`src/port_pkg.sv`:
```
// shared constants and types for the input port and the I/O port
package port_pkg;

    // ------------------------------------------------------------
    // register byte offsets
    // ------------------------------------------------------------
    localparam logic [4:0] OFS_INPUT_STATE = 5'h00;
    localparam logic [4:0] OFS_IO_DIR      = 5'h04;
    localparam logic [4:0] OFS_IO_LATCH    = 5'h08;
    localparam logic [4:0] OFS_MUX_CTRL    = 5'h0c;
    localparam logic [4:0] OFS_MUX_STAT    = 5'h10;

    // ------------------------------------------------------------
    // control register fields
    // ------------------------------------------------------------
    localparam int CTL_SPS   = 0;
    localparam int CTL_SERIAL_CLOCK_ENABLE_0  = 1;
    localparam int CTL_SERIAL_CLOCK_ENABLE_1  = 2;
    localparam int CTL_CM    = 3;
    localparam int CTL_TWE   = 4;
    localparam int CTL_ALTA  = 5;
    localparam int CTL_ALTB  = 6;
    localparam int CTL_INTERRUPT5_ENABLE = 7;

    // ------------------------------------------------------------
    // status fields, reset values, responses
    // ------------------------------------------------------------
    localparam int STAT_EFF    = 0;
    localparam int STAT_FN_LSB = 1;
    localparam logic [7:0] IO_DIR_RST    = 8'h80;
    localparam logic [7:0] IO_LATCH_RST  = 8'h80;
    localparam logic [7:0] OTHER_DIR_RST = 8'h00;
    localparam logic [7:0] CTRL_RST      = 8'h00;
    localparam logic [1:0] RESP_OKAY     = 2'h0;
    localparam logic [1:0] RESP_SLVERR   = 2'h2;

    typedef enum logic [2:0] {
        FN_GPIO_IN  = 3'h0,
        FN_GPIO_OUT = 3'h1,
        FN_SCK_OUT  = 3'h2,
        FN_SCK_IN   = 3'h3,
        FN_SCL      = 3'h4
    } pin_fn_t;

endpackage

```
`src/top_pin_if.sv`:
```
// signals between the register block and the top-pin multiplexer
interface top_pin_if;
    logic              sps;
    logic              serial_clock_enable_0;
    logic              serial_clock_enable_1;
    logic              cm;
    logic              twe;
    logic              alta;
    logic              altb;
    logic              interrupt5_enable;
    logic              dir;
    logic              latch;
    logic              pin;
    logic              sck_out;
    logic              scl_low;
    logic              pin_out;
    logic              pin_oe;
    logic              sck_in;
    logic              scl_in;
    logic              interrupt_input_5;
    logic              eff_twe;
    port_pkg::pin_fn_t fn;

    modport ctrl (output sps, serial_clock_enable_0, serial_clock_enable_1, cm, twe, alta, altb, interrupt5_enable, dir, latch, pin,
                  output sck_out, scl_low,
                  input  pin_out, pin_oe, sck_in, scl_in, interrupt_input_5, eff_twe, fn);
    modport mux  (input  sps, serial_clock_enable_0, serial_clock_enable_1, cm, twe, alta, altb, interrupt5_enable, dir, latch, pin,
                  input  sck_out, scl_low,
                  output pin_out, pin_oe, sck_in, scl_in, interrupt_input_5, eff_twe, fn);
endinterface

```
`src/io_port_top.sv`:
```
// input-only port, seven-pin I/O port and their AXI4-Lite registers
// How it works
// - eight input pins, no drivers, no direction
// - input pin register reads live pin states
// - writing its address sets other port direction
// - low six input pins feed analog inputs
// - direction bits 6..0: 1 output, write-only
// - direction address reads other port pins
// - output latch bits 6..0 read/write, reset 0
// - read: latch if output, pin if input
// - effective two-wire enable gated by alternate selects
// - top pin: GPIO, serial clock out or in
// - two-wire clock whenever effective enable set
// - interrupt 5 input fed when enabled
// - push-pull except open-drain two-wire clock
module io_port_top (
    input  wire logic        CLK_SYS,
    input  wire logic        RST_N,
    input  wire logic [4:0]  AWADDR,
    input  wire logic        AWVALID,
    output wire logic        AWREADY,
    input  wire logic [31:0] WDATA,
    input  wire logic [3:0]  WSTRB,
    input  wire logic        WVALID,
    output wire logic        WREADY,
    output wire logic [1:0]  BRESP,
    output wire logic        BVALID,
    input  wire logic        BREADY,
    input  wire logic [4:0]  ARADDR,
    input  wire logic        ARVALID,
    output wire logic        ARREADY,
    output wire logic [31:0] RDATA,
    output wire logic [1:0]  RRESP,
    output wire logic        RVALID,
    input  wire logic        RREADY,
    input  wire logic [7:0]  INPUT_PIN,
    output wire logic [5:0]  ANALOG_INPUT,
    input  wire logic [7:0]  OTHER_PORT_PIN_STATE,
    output wire logic [7:0]  OTHER_PORT_DIRECTION,
    input  wire logic [6:0]  IO_PIN_IN,
    output wire logic [6:0]  IO_PIN_OUT,
    output wire logic [6:0]  IO_PIN_OE,
    input  wire logic        SERIAL_CLOCK_OUT,
    output wire logic        SERIAL_CLOCK_IN,
    input  wire logic        TWOWIRE_CLOCK_LOW,
    output wire logic        TWOWIRE_CLOCK_IN,
    output wire logic        INTERRUPT_INPUT_5
);

    // ------------------------------------------------------------
    // state
    // ------------------------------------------------------------
    typedef struct packed {
        logic [7:0]  in_a;
        logic [7:0]  in_b;
        logic [7:0]  oth_a;
        logic [7:0]  oth_b;
        logic [6:0]  io_a;
        logic [6:0]  io_b;
        logic [7:0]  other_dir;
        logic [7:0]  io_direction;
        logic [7:0]  io_output_latch;
        logic [7:0]  ctrl;
        logic        aw_got;
        logic [4:0]  awaddr;
        logic        w_got;
        logic [7:0]  wdata;
        logic        wlane;
        logic        awready;
        logic        wready;
        logic        bvalid;
        logic [1:0]  bresp;
        logic        arready;
        logic        rvalid;
        logic [1:0]  rresp;
        logic [31:0] rdata;
        logic [5:0]  analog;
        logic [5:0]  io_out;
        logic [5:0]  io_oe;
    } state_t;

    localparam state_t RST_STATE = '{
        other_dir:       port_pkg::OTHER_DIR_RST,
        io_direction:    port_pkg::IO_DIR_RST,
        io_output_latch: port_pkg::IO_LATCH_RST,
        ctrl:            port_pkg::CTRL_RST,
        awready:         1'b1,
        wready:          1'b1,
        arready:         1'b1,
        default:         '0
    };

    state_t     s;
    state_t     next_s;
    logic [7:0] stat;

    top_pin_if m ();

    top_pin_mux u_mux (
        .clk   (CLK_SYS),
        .rst_n (RST_N),
        .m     (m.mux)
    );

    // ------------------------------------------------------------
    // decode helpers
    // ------------------------------------------------------------
    function automatic logic readable(logic [4:0] a);
        return a[4:2] <= port_pkg::OFS_MUX_STAT[4:2];
    endfunction

    function automatic logic [31:0] read_word(state_t st, logic [4:0] a, logic [7:0] sv);
        logic [7:0] v;
        v = 8'h00;
        case (a[4:2])
            port_pkg::OFS_INPUT_STATE[4:2]: v = st.in_b;
            port_pkg::OFS_IO_DIR[4:2]:      v = st.oth_b;
            port_pkg::OFS_IO_LATCH[4:2]:
                v = {1'b1, (st.io_output_latch[6:0] & st.io_direction[6:0])
                         | (st.io_b & ~st.io_direction[6:0])};
            port_pkg::OFS_MUX_CTRL[4:2]:    v = st.ctrl;
            port_pkg::OFS_MUX_STAT[4:2]:    v = sv;
            default:                        v = 8'h00;
        endcase
        return {24'h000000, v};
    endfunction

    assign stat = {4'h0, m.fn, m.eff_twe};

    // ------------------------------------------------------------
    // next state
    // ------------------------------------------------------------
    always_comb begin
        next_s = s;
        // pin synchronisers: input port pins carry no driver at all
        next_s.in_a   = INPUT_PIN;
        next_s.in_b   = s.in_a;
        next_s.oth_a  = OTHER_PORT_PIN_STATE;
        next_s.oth_b  = s.oth_a;
        next_s.io_a   = IO_PIN_IN;
        next_s.io_b   = s.io_a;
        next_s.analog = s.in_b[5:0];
        next_s.io_out = s.io_output_latch[5:0];
        next_s.io_oe  = s.io_direction[5:0];

        if (AWVALID && s.awready) begin
            next_s.aw_got = 1'b1;
            next_s.awaddr = AWADDR;
        end
        if (WVALID && s.wready) begin
            next_s.w_got = 1'b1;
            next_s.wdata = WDATA[7:0];
            next_s.wlane = WSTRB[0];
        end

        if (s.aw_got && s.w_got) begin
            next_s.aw_got = 1'b0;
            next_s.w_got  = 1'b0;
            next_s.bvalid = 1'b1;
            next_s.bresp  = port_pkg::RESP_OKAY;
            case (s.awaddr[4:2])
                port_pkg::OFS_INPUT_STATE[4:2]:
                    if (s.wlane) begin
                        next_s.other_dir = s.wdata;
                    end
                port_pkg::OFS_IO_DIR[4:2]:
                    if (s.wlane) begin
                        // reserved top bit stays at 1
                        next_s.io_direction = {1'b1, s.wdata[6:0]};
                    end
                port_pkg::OFS_IO_LATCH[4:2]:
                    if (s.wlane) begin
                        next_s.io_output_latch = {1'b1, s.wdata[6:0]};
                    end
                port_pkg::OFS_MUX_CTRL[4:2]:
                    if (s.wlane) begin
                        next_s.ctrl = s.wdata;
                    end
                default: next_s.bresp = port_pkg::RESP_SLVERR;
            endcase
        end else if (s.bvalid && BREADY) begin
            next_s.bvalid = 1'b0;
        end
        next_s.awready = !next_s.aw_got && !next_s.bvalid;
        next_s.wready  = !next_s.w_got && !next_s.bvalid;

        if (ARVALID && s.arready) begin
            next_s.rvalid = 1'b1;
            next_s.rdata  = read_word(s, ARADDR, stat);
            next_s.rresp  = readable(ARADDR) ? port_pkg::RESP_OKAY : port_pkg::RESP_SLVERR;
        end else if (s.rvalid && RREADY) begin
            next_s.rvalid = 1'b0;
        end
        next_s.arready = !next_s.rvalid;
    end

    always_ff @(posedge CLK_SYS) begin
        if (!RST_N) begin
            s <= RST_STATE;
        end else begin
            s <= next_s;
        end
    end

    // ------------------------------------------------------------
    // top pin connection
    // ------------------------------------------------------------
    assign m.sps     = s.ctrl[port_pkg::CTL_SPS];
    assign m.serial_clock_enable_0    = s.ctrl[port_pkg::CTL_SERIAL_CLOCK_ENABLE_0];
    assign m.serial_clock_enable_1    = s.ctrl[port_pkg::CTL_SERIAL_CLOCK_ENABLE_1];
    assign m.cm      = s.ctrl[port_pkg::CTL_CM];
    assign m.twe     = s.ctrl[port_pkg::CTL_TWE];
    assign m.alta    = s.ctrl[port_pkg::CTL_ALTA];
    assign m.altb    = s.ctrl[port_pkg::CTL_ALTB];
    assign m.interrupt5_enable   = s.ctrl[port_pkg::CTL_INTERRUPT5_ENABLE];
    assign m.dir     = s.io_direction[6];
    assign m.latch   = s.io_output_latch[6];
    assign m.pin     = s.io_b[6];
    assign m.sck_out = SERIAL_CLOCK_OUT;
    assign m.scl_low = TWOWIRE_CLOCK_LOW;

    // ------------------------------------------------------------
    // outputs
    // ------------------------------------------------------------
    assign AWREADY              = s.awready;
    assign WREADY               = s.wready;
    assign BVALID               = s.bvalid;
    assign BRESP                = s.bresp;
    assign ARREADY              = s.arready;
    assign RVALID               = s.rvalid;
    assign RRESP                = s.rresp;
    assign RDATA                = s.rdata;
    assign ANALOG_INPUT         = s.analog;
    assign OTHER_PORT_DIRECTION = s.other_dir;
    assign IO_PIN_OUT           = {m.pin_out, s.io_out};
    assign IO_PIN_OE            = {m.pin_oe, s.io_oe};
    assign SERIAL_CLOCK_IN      = m.sck_in;
    assign TWOWIRE_CLOCK_IN     = m.scl_in;
    assign INTERRUPT_INPUT_5    = m.interrupt_input_5;
endmodule

```
`src/top_pin_mux.sv`:
```
// function select for the top pin of the I/O port
module top_pin_mux (
    input wire logic clk,
    input wire logic rst_n,
    top_pin_if.mux   m
);

    typedef struct packed {
        logic              pin_out;
        logic              pin_oe;
        logic              sck_in;
        logic              scl_in;
        logic              interrupt_input_5;
        logic              eff;
        port_pkg::pin_fn_t fn;
    } mux_t;

    localparam mux_t MUX_RST = '{scl_in: 1'b1, fn: port_pkg::FN_GPIO_IN, default: 1'b0};

    mux_t s;
    mux_t next_s;

    // ------------------------------------------------------------
    // pin function
    // ------------------------------------------------------------
    always_comb begin
        next_s         = s;
        next_s.eff     = m.twe & ~(m.alta | m.altb);
        next_s.interrupt_input_5    = m.interrupt5_enable & m.pin;
        next_s.sck_in  = 1'b0;
        next_s.scl_in  = 1'b1;
        next_s.pin_out = m.latch;
        next_s.pin_oe  = m.dir;
        next_s.fn      = m.dir ? port_pkg::FN_GPIO_OUT : port_pkg::FN_GPIO_IN;
        if (next_s.eff) begin
            // open drain: only ever pulls low
            next_s.fn      = port_pkg::FN_SCL;
            next_s.pin_out = 1'b0;
            next_s.pin_oe  = m.scl_low;
            next_s.scl_in  = m.pin;
        end else if (!m.sps && m.serial_clock_enable_1) begin
            next_s.fn      = port_pkg::FN_SCK_IN;
            next_s.pin_out = 1'b0;
            next_s.pin_oe  = 1'b0;
            next_s.sck_in  = m.pin;
        end else if (!m.sps && (m.serial_clock_enable_0 || m.cm)) begin
            next_s.fn      = port_pkg::FN_SCK_OUT;
            next_s.pin_out = m.sck_out;
            next_s.pin_oe  = 1'b1;
        end
    end

    always_ff @(posedge clk) begin
        if (!rst_n) begin
            s <= MUX_RST;
        end else begin
            s <= next_s;
        end
    end

    assign m.pin_out = s.pin_out;
    assign m.pin_oe  = s.pin_oe;
    assign m.sck_in  = s.sck_in;
    assign m.scl_in  = s.scl_in;
    assign m.interrupt_input_5    = s.interrupt_input_5;
    assign m.eff_twe = s.eff;
    assign m.fn      = s.fn;
endmodule

```
`config.mk`:
```
export PLATFORM = sky130hd
export DESIGN_NAME = io_port_top
export DESIGN_NICKNAME = d
export VERILOG_FILES = /design/src/port_pkg.sv /design/src/top_pin_if.sv /design/src/io_port_top.sv /design/src/top_pin_mux.sv
export SDC_FILE = /design/constraint.sdc
export NUM_CORES = 1
export LEC_CHECK = 0
export BUFFER_PORTS_ARGS = -buffer_cell sky130_fd_sc_hd__buf_2
export CORE_ASPECT_RATIO = 0.9
export CORE_MARGIN = 2
export CORE_UTILIZATION = 46
export DETAILED_ROUTE_END_ITERATION = 10
export PLACE_DENSITY = 0.76
export SLEW_MARGIN = 20
export SYNTH_ARGS = -nofsm -noshare
export SYNTH_HDL_FRONTEND = slang
export SYNTH_SLANG_ARGS = --single-unit
```
`constraint.sdc`:
```
create_clock -name CLK_SYS -period 1.4 [get_ports CLK_SYS]
set_input_delay 0 -clock CLK_SYS [delete_from_list [all_inputs] [get_ports CLK_SYS]]
set_output_delay 0 -clock CLK_SYS [all_outputs]
set_load 0.03 [all_outputs]
```
Word-level counts from Yosys, hierarchy flattened:

Cells that the tools add are included.

* $lt $le $gt $ge: 1
* eq/ne operators: 7
* multiplexer cells: 18
* bitwise operators: 10
* reductions and logical operators: 27

Operators by type and width (number)
* one-hot mux 8 bit (5 select lines): 1
* bitwise AND 7 bit: 2
* equality test 3 x 2 -> 1 bit, second input constant: 4
* AND reduction 3 bit: 4
* logical AND 1 bit: 10
* two-way mux 10 bit: 1
* two-way mux 1 bit: 9
* two-way mux 3 bit: 3
* NOT 7 bit: 1
* bitwise OR 7 bit: 1
* equality test 3 x 1 -> 1 bit, second input constant: 2
* zero test 3 bit: 2
* two-way mux 2 bit: 3
* two-way mux 6 bit: 1
* OR reduction 3 bit: 2
* zero test 1 bit: 5
* OR reduction 4 bit: 1
* equality test 3 bit, second input constant: 1
* <= comparator 3 bit, second input constant: 1
* NOT 1 bit: 3
* bitwise AND 1 bit: 2
* AND reduction 2 bit: 1
* OR reduction 2 bit: 1
* logical OR 1 bit: 1
* bitwise OR 1 bit: 1

* register bits after elaboration: 136
* input port bits: 78
* logic and storage cells: 97

Logic depth before layout (Yosys ltp):

Gate-level depths: netlist of run 1.

* word-level depth: 5
* depth in mapped cells: 6

By module:

A second synthesis of run 1 with hierarchy kept.

* cell total of the unflattened synthesis: 503
* area, all modules: 5210.0 um^2

Modules (own cells, without submodules)
* io_port_top: times used 1, cells each 476, area an instance 4888.4 um^2, seq. area each 2462.4 um^2
* top_pin_mux: times used 1, cells each 27, area an instance 321.6 um^2, seq. area each 160.2 um^2

Worst setup path after synthesis of run 1:

Ideal clock, no wire load.

* path type: reg2reg
* start: register s (netlist bit m.dir)
* end: register s (netlist bit RDATA[6])
* library setup time: 0.117 ns
* arrival time: 1.301 ns
* data required time: 1.283 ns
* path slack: -0.018 ns
* cell stages (with the launch flop): 4
* path buffers: 0
* period minus slack after synthesis: 1.418 ns
* path through: dfxtp_1 mux2_2 mux4_2 a32o_1

* longest elaborated chain between the ends: 4
* elaborated cells on any way between the ends: 5

Ends and longest elaborated chain
* from (decl): line io_port_top.sv:93 `state_t s;`
* from (signal assigned): line io_port_top.sv:201 `s <= next_s;`
* NOT 7 bit: line io_port_top.sv:120 `| (st.io_b & ~st.io_direction[6:0])};`
* bitwise AND 7 bit: line io_port_top.sv:120
* bitwise OR 7 bit (*): line io_port_top.sv:120
* one-hot mux 8 bit (5 select lines) (*): line io_port_top.sv:115 `case (a[4:2])`

Mark *: on every way between the ends. The rest lies on a longest branch, timed or not.
A chain may end at the register's enable or synchronous reset.

Worst setup path after layout of run 1:

* start: register s (netlist bit next_s[4])
* end: register s (netlist bit RDATA[4])

Same word-level chain as after synthesis.

==> results.py, run 1 <==
metrics = {
    "status": {
        "status": "complete, but fails checks",
        "violations": "negative setup slack",
    },
    "global_routing": {
        "grt_max_degree": 29,
        "grt_pass1_wl_mm": 16.4,
        "groute.usage.overall": 0.184,
        "antenna_found_initial": 0,
        "grt_overflow_total": 0,
        "grt_pass1_vias": 3373,
    },
    "worst_setup_path": {
        "ff2ff_setup_slack_ps": -20,
        "timing.rr.start": "next_s[4]",
        "ff2ff_path_depth": 3,
        "cp_max_fo": 2,
        "path_class": "flop to flop",
        "cp-start-kind": "flop",
        "startpoint": "next_s[4]",
        "endpoint_kind": "flop",
        "cp.required_ps": 1700,
        "r2r-end": "RDATA[4]",
        "worstPathArrival_ps": 1720,
    },
    "cts": {
        "clk_pin_slew_ps": 60,
        "insertion_delay_ps": 420,
        "cts-root-buf": "clkbuf_16",
        "postCtsSetupBuffers": 0,
        "cts_tree": "built",
        "clock_sinks": 131,
        "clock_path_buffers": 2,
        "htreeDepth": 4,
        "cts_inserted_buffers": 17,
    },
    "floorplan": {
        "fp.dieW_um": 114,
        "boundaryPins": 150,
        "core_um2": 10700,
        "fp.dieH_um": 103,
        "start_util": 0.469,
        "die-area_um2": 11800,
        "rows": 36,
    },
    "synth": {
        "synth.distinct_cells": 41,
        "synth_area_leaders": "dfxtp_1 52%, buf_4 9.6%, and2_1 8.5%",
        "ys.flop_type": "dfxtp_1",
        "synth_edf_count": 0,
        "syn-cell-area_um2": 5030,
        "avgSynthCellArea_um2": 10.4,
        "synthArstFlopShare": 0,
        "netlist_instances": 483,
        "ys.warnings.count": 0,
        "synth_top_area_frac": 0.522,
        "synth_top_area_cell": "dfxtp_1",
        "yosysSeqAreaShare": 0.522,
        "ys_ff_latch": 131,
    },
    "place": {
        "place_area_um2": 5370,
        "dp.cells": 668,
        "post-dp-hpwl_mm": 7.07,
        "io_buffers": 92,
        "dpl_worst_slack_ps": -25.9,
        "gp_congestion": 0.877,
    },
    "drt": {
        "drc": 0,
        "wire_per_inst_um": 14.1,
        "drt_iter0_markers": 121,
        "via_per_inst": 4.70,
        "routed_wirelength_mm": 10.5,
        "ant_nets": 0,
        "vias": 3490,
        "dr.pass1.iters": 5,
    },
    "sta": {
        "layout_min_cycle_time_ps": 1420,
        "drv_slew": 0,
        "fin_worst_skew_ps": 15.2,
        "post-route-period-util": 1.01,
        "fin_ws_ps": -16.7,
        "timing.setup.tns_ps": -32.0,
        "hold_ws_ps": 72.3,
        "finalSetupViolCount": 2,
        "finalHoldViolations": 0,
        "timing.fmax_mhz": 706,
        "rsz0062_at_grt": "yes",
    },
    "hold_path": {
        "whs_path_depth": 4,
        "min_from": "SERIAL_CLOCK_OUT",
        "min_to": "u_mux.m.pin_out",
        "hold_path_class": "input port to flop",
    },
    "final_layout": {
        "fillers": 852,
        "stdcell_count": 742,
        "final_util": 0.599,
        "drive_gt1_frac": 0.268,
        "final_common_cell": "dfxtp_1",
        "finalNetCount": 674,
        "most-common-layout-cells": "126 x dfxtp_1, 92 x buf_2, 68 x and2_1",
        "diodes": 0,
        "area_growth_pct": 27.8,
        "fin_area_um2": 6420,
    },
    "power_and_ir_drop": {
        "leakage_nw": 2.79,
        "finalPower_mw": 8.89,
        "cellPowerDensity_nw_per_um2": 1380,
        "vdd.ir_drop.worst_v": 0.000659,
    },
    "flow_run": {
        "maxCapViolations": 0,
    },
}
-- flip-flops by register name (all words and copies together) (netlist names), 2 cells and up --
name and flops:
ANALOG_INPUT 6, IO_PIN_OE 6, IO_PIN_OUT 6, OTHER_PORT_DIRECTION 8, RDATA 8, next_s 41, s 30, u_mux.m.fn 2
-- cell usage after synthesis, types with 2 or more instances --
master / count
dfxtp_1: 131
and2_1: 68
buf_4: 64
mux2i_1: 40
nand2_1: 38
nor2b_1: 34
clkbuf_1: 16
a21boi_0: 15
nor2_1: 14
o21ai_0: 9
inv_1: 5
nor3_1: 4
a221oi_1: 3
a32o_1: 3
mux2_2: 3
mux4_2: 3
nand3b_1: 3
nor3_4: 3
and3_1: 2
buf_2: 2
nand2b_1: 2
o211ai_1: 2
-- kinds of logic after synthesis --
family | count (synthesis) | synth area share
and+or+nand+nor | 174 | 0.200
DFF | 131 | 0.522
buffers and inverters | 89 | 0.116
muxes | 46 | 0.0998
AOI/OAI and AO/OA | 42 | 0.0615
other | 1 | 0.000746
-- worst max-delay path, stage by stage (launching register included) --
cell and delay, ps:
dfxtp_2 340, mux2_4 300, mux4_2 460, a32o_1 210
-- what timing repair did --
item | in CTS | in global routing
pin swaps | 3 | 1
hold buffers | 41 | 1
gates resized for setup | 3 | 12
hold endpoints to repair | 40 | 2
endpoints found under the setup margin | 3 | 23
-- final cells by class --
type	count	area [µm²]	share of cell area
clock buffers	19	433	0.0674
clock inverters	13	149	0.0232
inverters	6	22.5	0.00351
multi-input cells	288	1950	0.304
flip-flops and latches	131	2630	0.409
well taps	133	166	0.0259
repair buffers	152	1070	0.167
-- power breakdown --
part           total (mW)  switching, mW  internal [mW]
logic               0.664          0.380          0.284
registers            3.93         0.0738           3.85
clock network        4.30           1.66           2.65
total                8.89           2.11           6.78
-- per-layer routing --
layer / GRT usage / routed length, µm / vias to the layer above
li1: - / - / 1722
met1: 0.215 / 4540 / 1638
met2: 0.304 / 5120 / 112
met3: 0.0629 / 582 / 18
met4: 0.0929 / 231 / 0
met5: 0 / 0 / -
-- worst max-delay path by stage --
| stage | cells past startpoint | slack (ps) | to |
|---|---|---|---|
| 6_report | 3 | -20 | RDATA[4] |
| 5_1_grt | 3 | -60 | RDATA[5] |
| 4_1_cts | 3 | -10 | RDATA[6] |
| 3_5_place_dp | 3 | -30 | RDATA[4] |
| 3_3_place_gp | 3 | -9 | RDATA[4] |
| 2_1_floorplan | 3 | 8 | RDATA[6] |
No activity file was read; power rests on OpenSTA's default activity.
==> run 2, diff against run 1 <==
--- a/config.mk
+++ b/config.mk
@@ -15,3 +15,4 @@
 export SYNTH_ARGS = -nofsm -noshare
 export SYNTH_HDL_FRONTEND = slang
 export SYNTH_SLANG_ARGS = --single-unit
+export TNS_END_PERCENT = 30
==> run 2 against run 1 <==
The flow finishes with violations (negative hold slack, negative setup slack); total power rose by 0.27%; maximum frequency fell by 0.70%; hold slack got worse by 87 ps; global-route usage rose by 0.32 points; combinational power rose by 2%; wire length rose by 1.3%.
==> results.py, run 2 (synthesis results as in run 1) <==
metrics = {
    "status": {
        "status": "complete, but fails checks",
        "violations": "negative hold slack, negative setup slack",
    },
    "drt": {
        "wl_met2_mm": 5.24,
        "vias": 3493,
        "drc": 0,
        "drt_iter0_markers": 215,
        "dr_wl_met3_um": 446,
        "wire_per_inst_um": 14.2,
        "via_per_inst": 4.67,
        "routed_wirelength_mm": 10.6,
        "drt-met1-wl_mm": 4.73,
        "dr.max_layer_used": "met4",
        "dr.pass1.iters": 4,
        "ant_nets": 0,
    },
    "sta": {
        "fin_worst_skew_ps": 15.9,
        "layout_min_cycle_time_ps": 1430,
        "drv_slew": 0,
        "rsz0062_at_grt": "yes",
        "hold_ws_ps": -14.5,
        "finalSetupViolCount": 2,
        "post-route-period-util": 1.02,
        "timing.fmax_mhz": 701,
        "finalHoldViolations": 1,
        "timing.setup.tns_ps": -42.0,
        "fin_ws_ps": -26.7,
    },
    "hold_path": {
        "hold_path_class": "input port to flop",
        "whs_path_depth": 4,
    },
    "global_routing": {
        "grt_pass1_wl_mm": 16.6,
        "antenna_found_initial": 1,
        "grt_pass1_vias": 3340,
        "groute.usage.overall": 0.187,
        "grt_overflow_total": 0,
        "grt_max_degree": 44,
    },
    "worst_setup_path": {
        "cp_max_fo": 2,
        "path_class": "flop to flop",
        "worstPathArrival_ps": 1730,
        "ff2ff_path_depth": 3,
        "endpoint_kind": "flop",
        "crit_path_max_incr_delay_ps": 470,
        "crit_chain": "mux2_4 -> mux4_2 -> a32o_1",
        "cp.required_ps": 1700,
        "cp_slowest_cell": "mux4_2",
        "cp-start-kind": "flop",
    },
    "cts": {
        "clock_sinks": 131,
        "cts-root-buf": "clkbuf_16",
        "cts_inserted_buffers": 17,
        "htreeDepth": 4,
        "clk_pin_slew_ps": 60,
        "clock_path_buffers": 2,
        "insertion_delay_ps": 410,
        "cts_tree": "built",
    },
    "floorplan": {
        "die-area_um2": 11800,
        "fp.dieW_um": 114,
        "fp.dieH_um": 103,
        "start_util": 0.469,
        "rows": 36,
        "boundaryPins": 150,
        "core_um2": 10700,
    },
    "power_and_ir_drop": {
        "cellPowerDensity_nw_per_um2": 1390,
        "switching_share": 0.234,
        "p_int_mw": 6.83,
        "finalPower_mw": 8.92,
        "power_switching_mw": 2.09,
        "power_frac_clock": 0.484,
        "seqPwrFrac": 0.440,
        "power_frac_comb": 0.076,
        "leakage_nw": 2.82,
        "vdd.ir_drop.worst_v": 0.000678,
    },
    "flow_run": {
        "maxCapViolations": 0,
    },
    "final_layout": {
        "finalNetCount": 679,
        "drive_gt1_frac": 0.270,
        "area_growth_pct": 28.0,
        "largest_reg_flops": 41,
        "final_common_cell": "dfxtp_1",
        "most-common-layout-cells": "127 x dfxtp_1, 92 x buf_2, 68 x and2_1",
    },
    "place": {
        "post-dp-hpwl_mm": 7.20,
        "io_buffers": 92,
        "gp_congestion": 0.794,
    },
}
==> run 2: path summary, 6_finish.rpt <==
path | from | to | slack (ps)
worst min register to register | next_s[113] | m.pin | 430
worst max register to register | next_s[5] | RDATA[5] | -30
worst max-delay path | next_s[5] | RDATA[5] | -30
worst min-delay path | AWVALID | s[71] | -10
==> run 2: through the flow <==
step,instances,util,worst slack (ps),cell area (µm²)
after floorplan,508,-,-4.68,5120
after global placement,670,0.501,-36.1,5370
after detailed placement,670,0.501,-51.6,5370
after CTS,744,0.597,-24.0,6390
after global routing,748,0.600,-89.0,6430
final,748,0.600,-26.7,6430
==> run 2: worst max-delay path, delay by kind of cell (launching register included) <==
family	cells	cell delay, ps
mux	2	770
flops	1	340
compound gates	1	210
==> run 2: timing repair <==
item,4_1_cts,5_1_grt
pin swaps,2,2
setup buffers,1,3
hold buffers,41,0
endpoints found under the hold margin,40,0
gates resized for setup,5,7
endpoints found under the setup margin,3,28
==> run 2: metal layers <==
layer	global-route usage	up-vias
met5	0	-
met4	0.0910	0
met3	0.0529	14
met2	0.303	103
met1	0.233	1639
li1	-	1737
==> run 2: area by class of cell <==
type	instances	area (µm²)
antenna	1	2.50
clock buffer	18	439
clock inverter	14	150
fill	883	4290
inverter	6	22.5
multi-input combinational	288	1930
sequential	131	2630
tap	133	166
timing repair buffer	157	1100
==> run 2: power groups by stage <==
| stage | Sequential (mW) | Combinational, mW | Clock [mW] |
|---|---|---|---|
| CTS | 3.92 | 0.659 | 4.40 |
| floorplan | 4.01 | 0.435 | 0 |
| finish | 3.93 | 0.675 | 4.31 |
| global route | 3.94 | 0.736 | 4.59 |
| global placement | 4.00 | 0.549 | 0 |
| detailed placement | 4.00 | 0.567 | 0 |
==> run 3, diff against run 2 <==
--- a/config.mk
+++ b/config.mk
@@ -10,7 +10,7 @@
 export CORE_MARGIN = 2
 export CORE_UTILIZATION = 46
 export DETAILED_ROUTE_END_ITERATION = 10
-export PLACE_DENSITY = 0.76
+export PLACE_DENSITY = 0.73
 export SLEW_MARGIN = 20
 export SYNTH_ARGS = -nofsm -noshare
 export SYNTH_HDL_FRONTEND = slang
==> constraint.sdc (replaced) <==
create_clock -name CLK_SYS -period 1.4 [get_ports CLK_SYS]
set_input_delay 0.21 -clock CLK_SYS [delete_from_list [all_inputs] [get_ports CLK_SYS]]
set_output_delay 0.21 -clock CLK_SYS [all_outputs]
set_load 0.03 [all_outputs]
==> run 3 against run 2 <==
The flow finishes with violations (negative setup slack); via count down 6.4%; global-route usage down 2.0 points; combinational power down 14%; largest power group unchanged; final area down 5.7%; die area unchanged; setup slack better by 15 ps; total power down 2.9%; flip-flop and latch count unchanged; first-iteration DRC count down 28%; sequential share of layout area up 2.5 points; cell count down 4.8%; wire length down 10%.
==> results.py, run 3 (synthesis results as in run 1) <==
metrics = {
    "final_layout": {
        "drive_gt1_frac": 0.283,
        "fillers": 927,
        "multiInputGateArea_um2": 1930,
        "stdcell_count": 712,
        "regArea_um2": 2630,
        "final_util": 0.566,
        "final_common_cell": "dfxtp_1",
        "diodes": 0,
        "finalNetCount": 645,
        "most-common-layout-cells": "125 x dfxtp_1, 92 x buf_2, 68 x and2_1",
        "area_growth_pct": 20.7,
        "largest_reg_flops": 41,
    },
    "floorplan": {
        "start_util": 0.469,
        "fp.dieH_um": 103,
        "core_um2": 10700,
        "fp.dieW_um": 114,
        "rows": 36,
        "die-area_um2": 11800,
        "boundaryPins": 150,
    },
    "cts": {
        "clock_path_buffers": 2,
        "cts_tree": "built",
        "insertion_delay_ps": 410,
        "cts_inserted_buffers": 17,
        "htreeDepth": 4,
        "cts-root-buf": "clkbuf_16",
        "clk_pin_slew_ps": 60,
        "clock_sinks": 131,
    },
    "sta": {
        "timing.setup.tns_ps": -20.1,
        "fin_worst_skew_ps": 6.33,
        "layout_min_cycle_time_ps": 1410,
        "rsz0062_at_grt": "yes",
        "finalHoldViolations": 0,
        "post-route-period-util": 1.01,
        "hold_ws_ps": 9.79,
        "drv_slew": 0,
        "timing.fmax_mhz": 708,
        "finalSetupViolCount": 3,
        "fin_ws_ps": -11.6,
    },
    "hold_path": {
        "whs_path_depth": 2,
        "min_to": "next_s[112]",
        "min_from": "IO_PIN_IN[5]",
        "hold_path_class": "input port to flop",
    },
    "drt": {
        "wire_per_inst_um": 13.4,
        "routed_wirelength_mm": 9.52,
        "vias": 3268,
        "via_per_inst": 4.59,
        "drt_iter0_markers": 154,
        "dr.pass1.iters": 4,
        "ant_nets": 0,
        "drc": 0,
    },
    "worst_setup_path": {
        "crit_buf_inv": 0,
        "worstPathArrival_ps": 1710,
        "cp_slowest_cell": "mux4_2",
        "endpoint_kind": "flop",
        "r2r-end": "RDATA[5]",
        "ff2ff_path_depth": 3,
        "ff2ff_setup_slack_ps": -10,
        "path_class": "flop to flop",
        "crit_family": "multiplexers",
        "crit_chain": "mux2_4 -> mux4_2 -> a32o_1",
        "crit_path_max_incr_delay_ps": 460,
        "cp-start-kind": "flop",
        "cp.required_ps": 1700,
        "cp_max_fo": 2,
        "timing.rr.start": "next_s[5]",
    },
    "global_routing": {
        "grt_max_degree": 28,
        "grt_overflow_total": 0,
        "groute.usage.overall": 0.168,
        "grt_pass1_vias": 3078,
        "antenna_found_initial": 0,
        "grt_pass1_wl_mm": 14.8,
    },
    "power_and_ir_drop": {
        "leakage_nw": 2.66,
        "cellPowerDensity_nw_per_um2": 1430,
        "vdd.ir_drop.worst_v": 0.000671,
    },
    "place": {
        "dpl_worst_slack_ps": -64.0,
        "gp_congestion": 0.816,
        "post-dp-hpwl_mm": 6.89,
        "io_buffers": 92,
        "dp.cells": 673,
    },
    "status": {
        "violations": "negative setup slack",
        "status": "complete, but fails checks",
    },
    "flow_run": {
        "maxCapViolations": 0,
    },
}
==> run 3: how the worst max path moves through the flow <==
stage / end / slack, ps / depth (start not counted) / start
floorplan: RDATA[4] / -5 / 3 / next_s[4]
global placement: RDATA[4] / -40 / 3 / next_s[4]
detailed placement: RDATA[5] / -60 / 3 / next_s[5]
CTS: RDATA[6] / -30 / 3 / m.dir
global route: RDATA[5] / -50 / 3 / next_s[5]
finish: RDATA[5] / -10 / 3 / next_s[5]
==> run 3: where the power goes <==
| part | switching (mW) | internal, mW |
|---|---|---|
| combinational | 0.357 | 0.225 |
| clock | 1.52 | 2.63 |
| sequential | 0.0679 | 3.85 |
==> run 3: metal layers <==
| metal | vias up | part of all wire | track usage | routed length (µm) |
|---|---|---|---|---|
| met1 | 1495 | 0.46 | 0.212 | 4340 |
| met2 | 96 | 0.48 | 0.265 | 4540 |
| met3 | 11 | 0.056 | 0.0558 | 531 |
| met5 | - | 0 | 0 | 0 |
| met4 | 0 | 0.012 | 0.0713 | 111 |
| li1 | 1666 | - | - | - |
==> run 3: repair_timing <==
action                                  4_1_cts  5_1_grt
setup buffers                                 0        1
hold endpoints to repair                      7        0
gates resized for setup                       5        7
endpoints found under the setup margin        3       24
pin swaps                                     3        1
hold buffers                                  7        0
==> run 3: metrics by stage <==
| step | cell area [µm²] | power, mW |
|---|---|---|
| final | 6070 | 8.66 |
| after global routing | 6070 | 8.99 |
| after CTS | 6040 | 8.75 |
| after detailed placement | 5400 | 4.57 |
| after global placement | 5400 | 4.55 |
| after floorplan | 5120 | 4.45 |
==> run 3: cell type report <==
cell class	count	area share
repair buffers	123	0.125
well taps	133	0.0274
inverters	6	0.00371
flip-flops and latches	131	0.433
clock inverters	11	0.0186
multi-input cells	288	0.318
clock buffers	20	0.0736
